File: config.mk
export PLATFORM = sky130hd
export DESIGN_NAME = dsim_merge
export DESIGN_NICKNAME = d
export VERILOG_FILES = /design/src/rtl/dsim_pkg.sv /design/src/rtl/dsim_sticky.sv /design/src/rtl/dsim_scsi_pend.sv /design/src/rtl/dsim_merge.sv
export SDC_FILE = /design/constraint.sdc
export NUM_CORES = 1
export LEC_CHECK = 0
export ABC_AREA = 1
export BUFFER_PORTS_ARGS = -buffer_cell sky130_fd_sc_hd__buf_2
export CORE_MARGIN = 3
export CORE_UTILIZATION = 30
export DETAILED_ROUTE_END_ITERATION = 6
export HOLD_SLACK_MARGIN = 0.02
export PLACE_DENSITY_LB_ADDON = 0.12
export RECOVER_POWER = 25
export SYNTH_ARGS = -nofsm -noshare
export SYNTH_HDL_FRONTEND = slang
export SYNTH_SLANG_ARGS = --single-unit
File: constraint.sdc
create_clock -name mclk -period 2.3 [get_ports mclk]
set_clock_uncertainty 0.05 [all_clocks]
set_input_delay 0.46 -clock mclk [delete_from_list [all_inputs] [get_ports mclk]]
set_output_delay 0.46 -clock mclk [all_outputs]
set_load 0.05 [all_outputs]
File: src/rtl/dsim_pkg.sv
// Package with constants and types for the DMA/SCSI interrupt merge block.
package dsim_pkg;
  // DMA command bit positions.
  localparam int unsigned DSIM_CMD_PAGE_IE_BIT = 5;
  localparam int unsigned DSIM_CMD_XFER_IE_BIT = 6;
  localparam int unsigned DSIM_CMD_WIDTH = 8;
  // DMA status bit positions.
  localparam int unsigned DSIM_ST_POWER_DOWN_INPUT_BIT = 0;
  localparam int unsigned DSIM_ST_ABORT_BIT = 1;
  localparam int unsigned DSIM_ST_DONE_BIT = 2;
  localparam int unsigned DSIM_ST_ADDR_ERR_BIT = 3;
  localparam int unsigned DSIM_ST_SCSI_BIT = 4;
  localparam int unsigned DSIM_ST_PAGE_BIT = 5;
  localparam int unsigned DSIM_ST_WIDTH = 8;
  localparam logic [7:0] DSIM_ST_RESET = 8'h00;
  // Number of SCSI registers that must be read to clear a SCSI interrupt.
  localparam int unsigned DSIM_SCSI_READS = 3;
  localparam logic [2:0] DSIM_SCSI_ALL_READ = 3'h7;

  // DMA engine event pulses.
  typedef struct packed {
    logic done;
    logic addr_err;
    logic abort_cmd;
    logic master_abort;
    logic target_abort;
    logic page_done;
  } dsim_dma_ev_t;

  // SCSI block event pulses.
  typedef struct packed {
    logic bus_reset;
    logic illegal_cmd;
    logic disconnect;
    logic service_req;
    logic cmd_done;
    logic reselected;
  } dsim_scsi_ev_t;

  // Host read strobes of the SCSI registers.
  typedef struct packed {
    logic status_rd;
    logic state_rd;
    logic intr_rd;
  } dsim_scsi_rd_t;
endpackage

File: src/rtl/dsim_sticky.sv
// Sticky flag with set-wins-over-clear.
`timescale 1ns/1ps
`default_nettype none
module dsim_sticky (
  // Clock and reset.
  input wire logic mclk,
  input wire logic rst,
  // Control.
  input wire logic set,
  input wire logic clr,
  // Flag.
  output logic flag
);
  // A set arriving during the clear cycle must not be lost, so set has priority.
  always_ff @(posedge mclk) begin
    if (rst) begin
      flag <= 1'b0;
    end else if (set) begin
      flag <= 1'b1;
    end else if (clr) begin
      flag <= 1'b0;
    end
  end
endmodule // dsim_sticky
`default_nettype wire

File: src/rtl/dsim_scsi_pend.sv
// SCSI-block interrupt pending tracker cleared after three register reads.
`timescale 1ns/1ps
`default_nettype none
module dsim_scsi_pend
  import dsim_pkg::*;
(
  // Clock and reset.
  input wire logic mclk,
  input wire logic rst,
  // SCSI events and host reads.
  input wire dsim_scsi_ev_t ev,
  input wire dsim_scsi_rd_t rd,
  // Pending state.
  output logic pending,
  output logic [2:0] reads_seen
);
  logic any_ev;
  logic [2:0] next_reads_seen;

  // Any documented SCSI cause raises the interrupt.
  assign any_ev = |ev;

  // Collect which of the three registers were read since the interrupt.
  always_comb begin
    next_reads_seen = reads_seen | {rd.status_rd, rd.state_rd, rd.intr_rd};
  end

  // Reads are only collected while pending; a new event restarts collection.
  always_ff @(posedge mclk) begin
    if (rst) begin
      reads_seen <= 3'h0;
    end else if (any_ev || !pending || next_reads_seen == DSIM_SCSI_ALL_READ) begin
      reads_seen <= 3'h0;
    end else begin
      reads_seen <= next_reads_seen;
    end
  end

  // Pending stays until all three reads are done; a fresh event wins.
  always_ff @(posedge mclk) begin
    if (rst) begin
      pending <= 1'b0;
    end else if (any_ev) begin
      pending <= 1'b1;
    end else if (pending && next_reads_seen == DSIM_SCSI_ALL_READ) begin
      pending <= 1'b0;
    end
  end
endmodule // dsim_scsi_pend
`default_nettype wire

File: src/rtl/dsim_merge.sv
// Top of the DMA and SCSI interrupt merge block.
`timescale 1ns/1ps
`default_nettype none
module dsim_merge
  import dsim_pkg::*;
(
  // Clock and reset.
  input wire logic mclk,
  input wire logic rst,
  // DMA command register contents.
  input wire logic [7:0] dma_cmd,
  input wire logic descriptor_list_mode,
  // DMA engine events.
  input wire dsim_dma_ev_t dma_ev,
  // Power-down pin.
  input wire logic power_down_input,
  // SCSI block events and register reads.
  input wire dsim_scsi_ev_t scsi_ev,
  input wire dsim_scsi_rd_t scsi_rd,
  // Host read strobe of the DMA status register.
  input wire logic dma_status_rd,
  // Status and interrupt outputs.
  output logic [7:0] dma_status,
  output logic scsi_block_irq_flag,
  output logic irq
);
  logic xfer_ie;
  logic page_ie;
  logic power_down_input_q;
  logic power_down_input_rise;
  logic done_flag;
  logic addr_err_flag;
  logic abort_flag;
  logic page_flag;
  logic power_down_input_irq;
  logic scsi_pending;
  logic any_abort;
  logic [7:0] next_dma_status;

  // Enables from the DMA command register.
  assign xfer_ie = dma_cmd[DSIM_CMD_XFER_IE_BIT];
  assign page_ie = dma_cmd[DSIM_CMD_PAGE_IE_BIT];
  assign any_abort = dma_ev.abort_cmd | dma_ev.master_abort | dma_ev.target_abort;

  // Power-down edge detector; the pin is taken as synchronous.
  always_ff @(posedge mclk) begin
    if (rst) begin
      power_down_input_q <= 1'b0;
    end else begin
      power_down_input_q <= power_down_input;
    end
  end
  assign power_down_input_rise = power_down_input & ~power_down_input_q;

  // Completion is only latched with the transfer enable set.
  dsim_sticky u_done (
    .mclk(mclk),
    .rst(rst),
    .set(dma_ev.done & xfer_ie),
    .clr(dma_status_rd),
    .flag(done_flag)
  );

  // Address errors share the transfer enable.
  dsim_sticky u_addr_err (
    .mclk(mclk),
    .rst(rst),
    .set(dma_ev.addr_err & xfer_ie),
    .clr(dma_status_rd),
    .flag(addr_err_flag)
  );

  // Aborts need no enable.
  dsim_sticky u_abort (
    .mclk(mclk),
    .rst(rst),
    .set(any_abort),
    .clr(dma_status_rd),
    .flag(abort_flag)
  );

  // Page completion counts only in descriptor-list mode.
  dsim_sticky u_page (
    .mclk(mclk),
    .rst(rst),
    .set(dma_ev.page_done & descriptor_list_mode & page_ie),
    .clr(dma_status_rd),
    .flag(page_flag)
  );

  // Power-down interrupt latch, separate from the mirrored status bit.
  dsim_sticky u_power_down_input (
    .mclk(mclk),
    .rst(rst),
    .set(power_down_input_rise),
    .clr(dma_status_rd),
    .flag(power_down_input_irq)
  );

  // SCSI block pending state, untouched by DMA status reads.
  dsim_scsi_pend u_scsi (
    .mclk(mclk),
    .rst(rst),
    .ev(scsi_ev),
    .rd(scsi_rd),
    .pending(scsi_pending),
    .reads_seen()
  );
  assign scsi_block_irq_flag = scsi_pending;

  // Status image: one bit per cause; bit 0 follows the pin, not the latch.
  always_comb begin
    next_dma_status = DSIM_ST_RESET;
    next_dma_status[DSIM_ST_POWER_DOWN_INPUT_BIT] = power_down_input;
    next_dma_status[DSIM_ST_ABORT_BIT] = abort_flag;
    next_dma_status[DSIM_ST_DONE_BIT] = done_flag;
    next_dma_status[DSIM_ST_ADDR_ERR_BIT] = addr_err_flag;
    next_dma_status[DSIM_ST_SCSI_BIT] = scsi_pending;
    next_dma_status[DSIM_ST_PAGE_BIT] = page_flag;
  end

  // Registered status so the data output comes from flip-flops.
  always_ff @(posedge mclk) begin
    if (rst) begin
      dma_status <= DSIM_ST_RESET;
    end else begin
      dma_status <= next_dma_status;
    end
  end

  // DMA, power-down and SCSI sources drive the line; it drops when all are clear.
  always_ff @(posedge mclk) begin
    if (rst) begin
      irq <= 1'b0;
    end else begin
      irq <= done_flag | addr_err_flag | abort_flag | page_flag | power_down_input_irq
             | scsi_pending;
    end
  end
endmodule // dsim_merge
`default_nettype wire

==> flow_summary.ini, run 1 <==
[synth]
syn_area_um2 = 606
synth_top_area_share_pct = 52.9
synth_area_per_cell_um2 = 7.86
ys_ff_latch = 16
syn-instance-count = 77
yosys.area.top_type = dfxtp_1
yosysWarningCount = 0
yosysSeqAreaShare_pct = 52.9
yosysUniqueCellTypes = 15
synthTopCellsByArea = dfxtp_1 53%, inv_1 12%, nor2_1 8.1%, buf_4 5.0%, nand2_1 5.0%

[power]
max-vdd-ir-drop_v = 0.000403
power_density_nw_per_um2 = 713
power_leakage_uw = 0.000427

[place]
dpl.hpwl_um = 922
placed_area_um2 = 756
io_buffer_count = 29
gp_congestion = 0.666

[worst_setup_path]
startpoint = u_scsi.pending
timing.critical_path.buf_inv = 1
endpoint = scsi_block_irq_flag
cp_top_family = flip-flops
cp.depth = 1
reg2reg_slack_ns = 1.40
worst_path_largest_cell_delay_ns = 0.36
reg2regPathDepth = 4
r2r-end = u_scsi.reads_seen[1]
crit_required_ns = 1.79
cp_cell_sequence = buf_2
critPathArrivalTime_ns = 0.91
r2r_start = u_scsi.pending
crit_slowest_cell = dfxtp_1
start_kind = flip-flop
cp-end-kind = output port
critPathKind = reg -> out
crit_fanout = 3

[finish]
final_area_um2 = 783
drive_gt1_share_pct = 31.8
fill_cells = 219
final_core_util_pct = 43.0
layout_common_cells = 28 x buf_2, 19 x inv_1, 16 x dfxtp_1
layout_commonest_cell = buf_2
area_delta_synth_final_pct = 29.3
fin_nets = 136
n_antenna_cell = 0

[floorplanning]
core_um2 = 1820
die_x_um = 50.9
io_pins = 38
start_util_pct = 33.3
die_h_um = 50.9
die_area_um2 = 2590
fp-row-count = 15

[global_routing]
grt_pass1_vias = 482
grt_pass1_wl_mm = 1.84
antenna_found_initial = 0
grt_max_degree = 13
grt_overflow = 0
grt_usage_pct = 9.25

[cts]
post-cts-setup-buffers = 0
cts_sinks = 16
htree_levels = 1
cts_tree = yes
clk_pin_slew_ns = 0.09
cts_resized = 0
cts_max_path_buffers = 2
cts-root-buf = clkbuf_4
cts_buffers = 3
worst_skew_pair.late_latency_ns = 0.28
hold_buffers = 0

[route]
firstDrtPassIters = 1
wirelength_mm = 1.13
drc = 0
drt_iter0_markers = 0
antenna_left = 0
via_per_inst = 3.91
wl_per_cell_um = 8.52
vias = 516

[sta]
rsz0062_at_grt = false
finalMaxSlewViolations = 0
final_hold_viol_count = 0
max_freq_ghz = 0.706
setup_violations = 0
fin_crit_sh_pct = 61.6
finalSetupTns_ns = 0
finalCriticalPeriod_ns = 1.42

[run]
cap_viol_max_count = 0

[outcome]
outcome = finished clean

[hold_path]
hold_path.class = in -> reg
[power breakdown]
group,switching [µW],total [µW],internal (µW)
Sequential,4.62,294,290
Combinational,59.3,86.4,27.1
Clock,81.4,178,96.2
Total,145,558,413
[how the worst min path moves through the flow]
stage / start / to / cells after the start
floorplan: dma_status[0] / u_power_down_input.flag / 1
global placement: dma_status[0] / u_power_down_input.flag / 1
detailed placement: dma_status[0] / u_power_down_input.flag / 1
CTS: power_down_input / dma_status[0] / 3
global route: power_down_input / dma_status[0] / 3
finish: power_down_input / dma_status[0] / 3
[area by class of cell]
type,instances,area (µm²),share of cell area (%)
Clock buffer,4,36.3,4.63
Tap cell,25,31.3,3.99
Inverter,19,71.3,9.11
Timing Repair Buffer,29,144,18.4
Sequential cell,16,320,40.9
Multi-Input combinational cell,39,180,23.0
[through the flow]
stage / power (µW) / std cells / worst slack [ns] / hold WS [ns]
floorplan: 365 / 78 / 1.14 / 0.370
global placement: 389 / 128 / 1.09 / 0.376
detailed placement: 391 / 128 / 1.07 / 0.381
CTS: 572 / 132 / 0.860 / 0.340
global route: 594 / 132 / 0.812 / 0.373
finish: 558 / 132 / 0.883 / 0.348
[kinds of logic (layout without fill, tap and decap cells)]
family,Yosys count,count (layout),synth area share (%)
compound gates,7,7,7.02
buf+inv,23,52,16.7
flops,16,16,52.9
other cells,1,2,0.619
simple gates,30,30,22.7
[synthesized netlist by cell type (all sizes together)]
cell and n:
inv 19, dfxtp 16, nor2 15, nand2 8
nand3 5, buf 4, o21ai 4, a22oi 2
conb 1, nor3 1, o31ai 1, or2 1
[registers in the layout, indices dropped and copies added (netlist names)]
signal / count
u_addr_err.flag: 1
dma_status: 6
irq: 1
u_page.flag: 1
u_scsi.reads_seen: 3
u_abort.flag: 1
u_scsi.pending: 1
u_done.flag: 1
u_power_down_input.flag: 1
[layer usage]
| layer | global-route usage [%] | part of all wire (%) | up-vias |
|---|---|---|---|
| met5 | 0 | 0 | - |
| met4 | 1.35 | 0 | 0 |
| met3 | 4.66 | 7.5 | 0 |
| met2 | 17.4 | 52 | 16 |
| met1 | 9.12 | 41 | 218 |
| li1 | - | - | 282 |
Power figures use the tool's default switching activity.
==> run 2, diff against run 1 <==
==> constraint.sdc (replaced) <==
create_clock -name mclk -period 1.25 [get_ports mclk]
set_clock_uncertainty 0.05 [all_clocks]
set_input_delay 0.25 -clock mclk [delete_from_list [all_inputs] [get_ports mclk]]
set_output_delay 0.25 -clock mclk [all_outputs]
set_load 0.05 [all_outputs]
==> run 2 against run 1 <==
Against the previous run: utilization decreased by 0.21 points; critical path depth unchanged; setup slack got worse by 0.81 ns; cell count decreased by 0.76%; sequential share of layout area increased by 0.20 points; via count decreased by 2.3%; critical path type unchanged; largest power group unchanged.
==> flow_summary.ini, run 2 (synthesized netlist as in run 1, its figures left out) <==
[outcome]
outcome = finished clean

[worst_setup_path]
cp-end-kind = output port
crit_fanout = 3
reg2regPathDepth = 5
crit_slowest_cell = dfxtp_1
critPathKind = reg -> out
start_kind = flip-flop
crit_required_ns = 0.95
timing.critical_path.buf_inv = 1
worst_path_largest_cell_delay_ns = 0.36
critPathArrivalTime_ns = 0.88
cp.depth = 1
cp_top_family = flip-flops
cp_cell_sequence = clkbuf_4

[finish]
ff_latch_area_um2 = 320
layout_commonest_cell = buf_2
largest_reg_flops = 6
regMostFlops = dma_status
reg_top3 = dma_status (6), u_scsi.reads_seen (3)
drive_gt1_share_pct = 32.1
n_antenna_cell = 0
area_delta_synth_final_pct = 28.7
layout_common_cells = 27 x buf_2, 19 x inv_1, 16 x dfxtp_1
final_core_util_pct = 42.8
fill_cells = 215
fin_nets = 136
multiInputGateArea_um2 = 188

[route]
via_per_inst = 3.85
antenna_left = 0
drt_iter0_markers = 3
drc = 0
wl_per_cell_um = 8.64
vias = 504
firstDrtPassIters = 4
wirelength_mm = 1.13

[place]
gp_congestion = 0.666
io_buffer_count = 29
dpl.hpwl_um = 932
dp_slack_ns = 0.227

[sta]
worst_slack_ns = 0.0696
finalMaxSlewViolations = 0
final_hold_viol_count = 0
slew_headroom_pct = 65.1
max_freq_ghz = 0.847
hold-worst-slack_ns = 0.138
worst_pin_slew_ns = 0.524
finalCriticalPeriod_ns = 1.18
fin_crit_sh_pct = 94.4
setup_violations = 0
rsz0062_at_grt = false
finalSetupTns_ns = 0

[floorplanning]
die_h_um = 50.9
core_um2 = 1820
io_pins = 38
die_x_um = 50.9
start_util_pct = 33.3
fp-row-count = 15
die_area_um2 = 2590

[global_routing]
grt_usage_pct = 10.3
grt_pass1_wl_mm = 2.01
grt_overflow = 0
antenna_found_initial = 0
grt_pass1_vias = 493
grt_max_degree = 13

[power]
seq_power_share_pct = 56.4
clockPowerShare_pct = 26.6
power_density_nw_per_um2 = 1230
max-vdd-ir-drop_v = 0.000567
p_int_uw = 697
power_leakage_uw = 0.000422
p_comb_share_pct = 17.0
swShare_pct = 27.4
switching_power_uw = 263

[cts]
post-cts-setup-buffers = 0
cts_buffers = 3
worst_skew_pair.late_latency_ns = 0.27
htree_levels = 1
cts_tree = yes
clk_pin_slew_ns = 0.08
cts_sinks = 16
hold_buffers = 0
cts-root-buf = clkbuf_4
cts_max_path_buffers = 2

[hold_path]
hold_path.class = in -> reg
min_delay_path_depth = 3

[run]
cap_viol_max_count = 0
run 2: what timing repair did:
action,4_1_cts,5_1_grt
hold endpoints to repair,0,0
setup endpoints to repair,0,1
gates resized for setup,0,1
run 2: per-stage QoR:
| step | power, µW | instances | cell area (µm²) |
|---|---|---|---|
| 3_5_place_dp | 719 | 128 | 756 |
| 4_1_cts | 982 | 131 | 778 |
| 2_1_floorplan | 671 | 78 | 609 |
| 3_3_place_gp | 715 | 128 | 756 |
| 5_1_grt | 1030 | 131 | 779 |
| 6_report | 960 | 131 | 779 |
run 2: worst paths after layout:
path | from | slack [ns] | end
setup reg to reg | u_scsi.reads_seen[2] | 0.40 | u_scsi.pending
setup / recovery | u_scsi.pending | 0.07 | scsi_block_irq_flag
hold / removal | power_down_input | 0.14 | dma_status[0]
hold reg to reg | dma_status[0] | 0.40 | u_power_down_input.flag
run 2: power by group through the flow:
stage / clock (µW) / combinational (µW) / sequential [µW]
2_1_floorplan: 0 / 74.0 / 597
3_3_place_gp: 0 / 162 / 553
3_5_place_dp: 0 / 164 / 554
4_1_cts: 274 / 165 / 542
5_1_grt: 303 / 179 / 545
6_report: 255 / 163 / 542
run 2: cell type report:
cell class,instances,share of cell area (%)
inverter,19,9.15
tap,25,4.01
timing repair buffer,29,18.8
sequential,16,41.1
clock buffer,3,2.89
multi-input combinational,39,24.1
run 2: routing by layer:
metal	routed length, µm	global-route usage, %	vias up
met5	0	0	-
met3	81	3.79	2
met4	12	5.38	0
met2	569	17.0	16
met1	468	11.4	206
li1	-	-	280
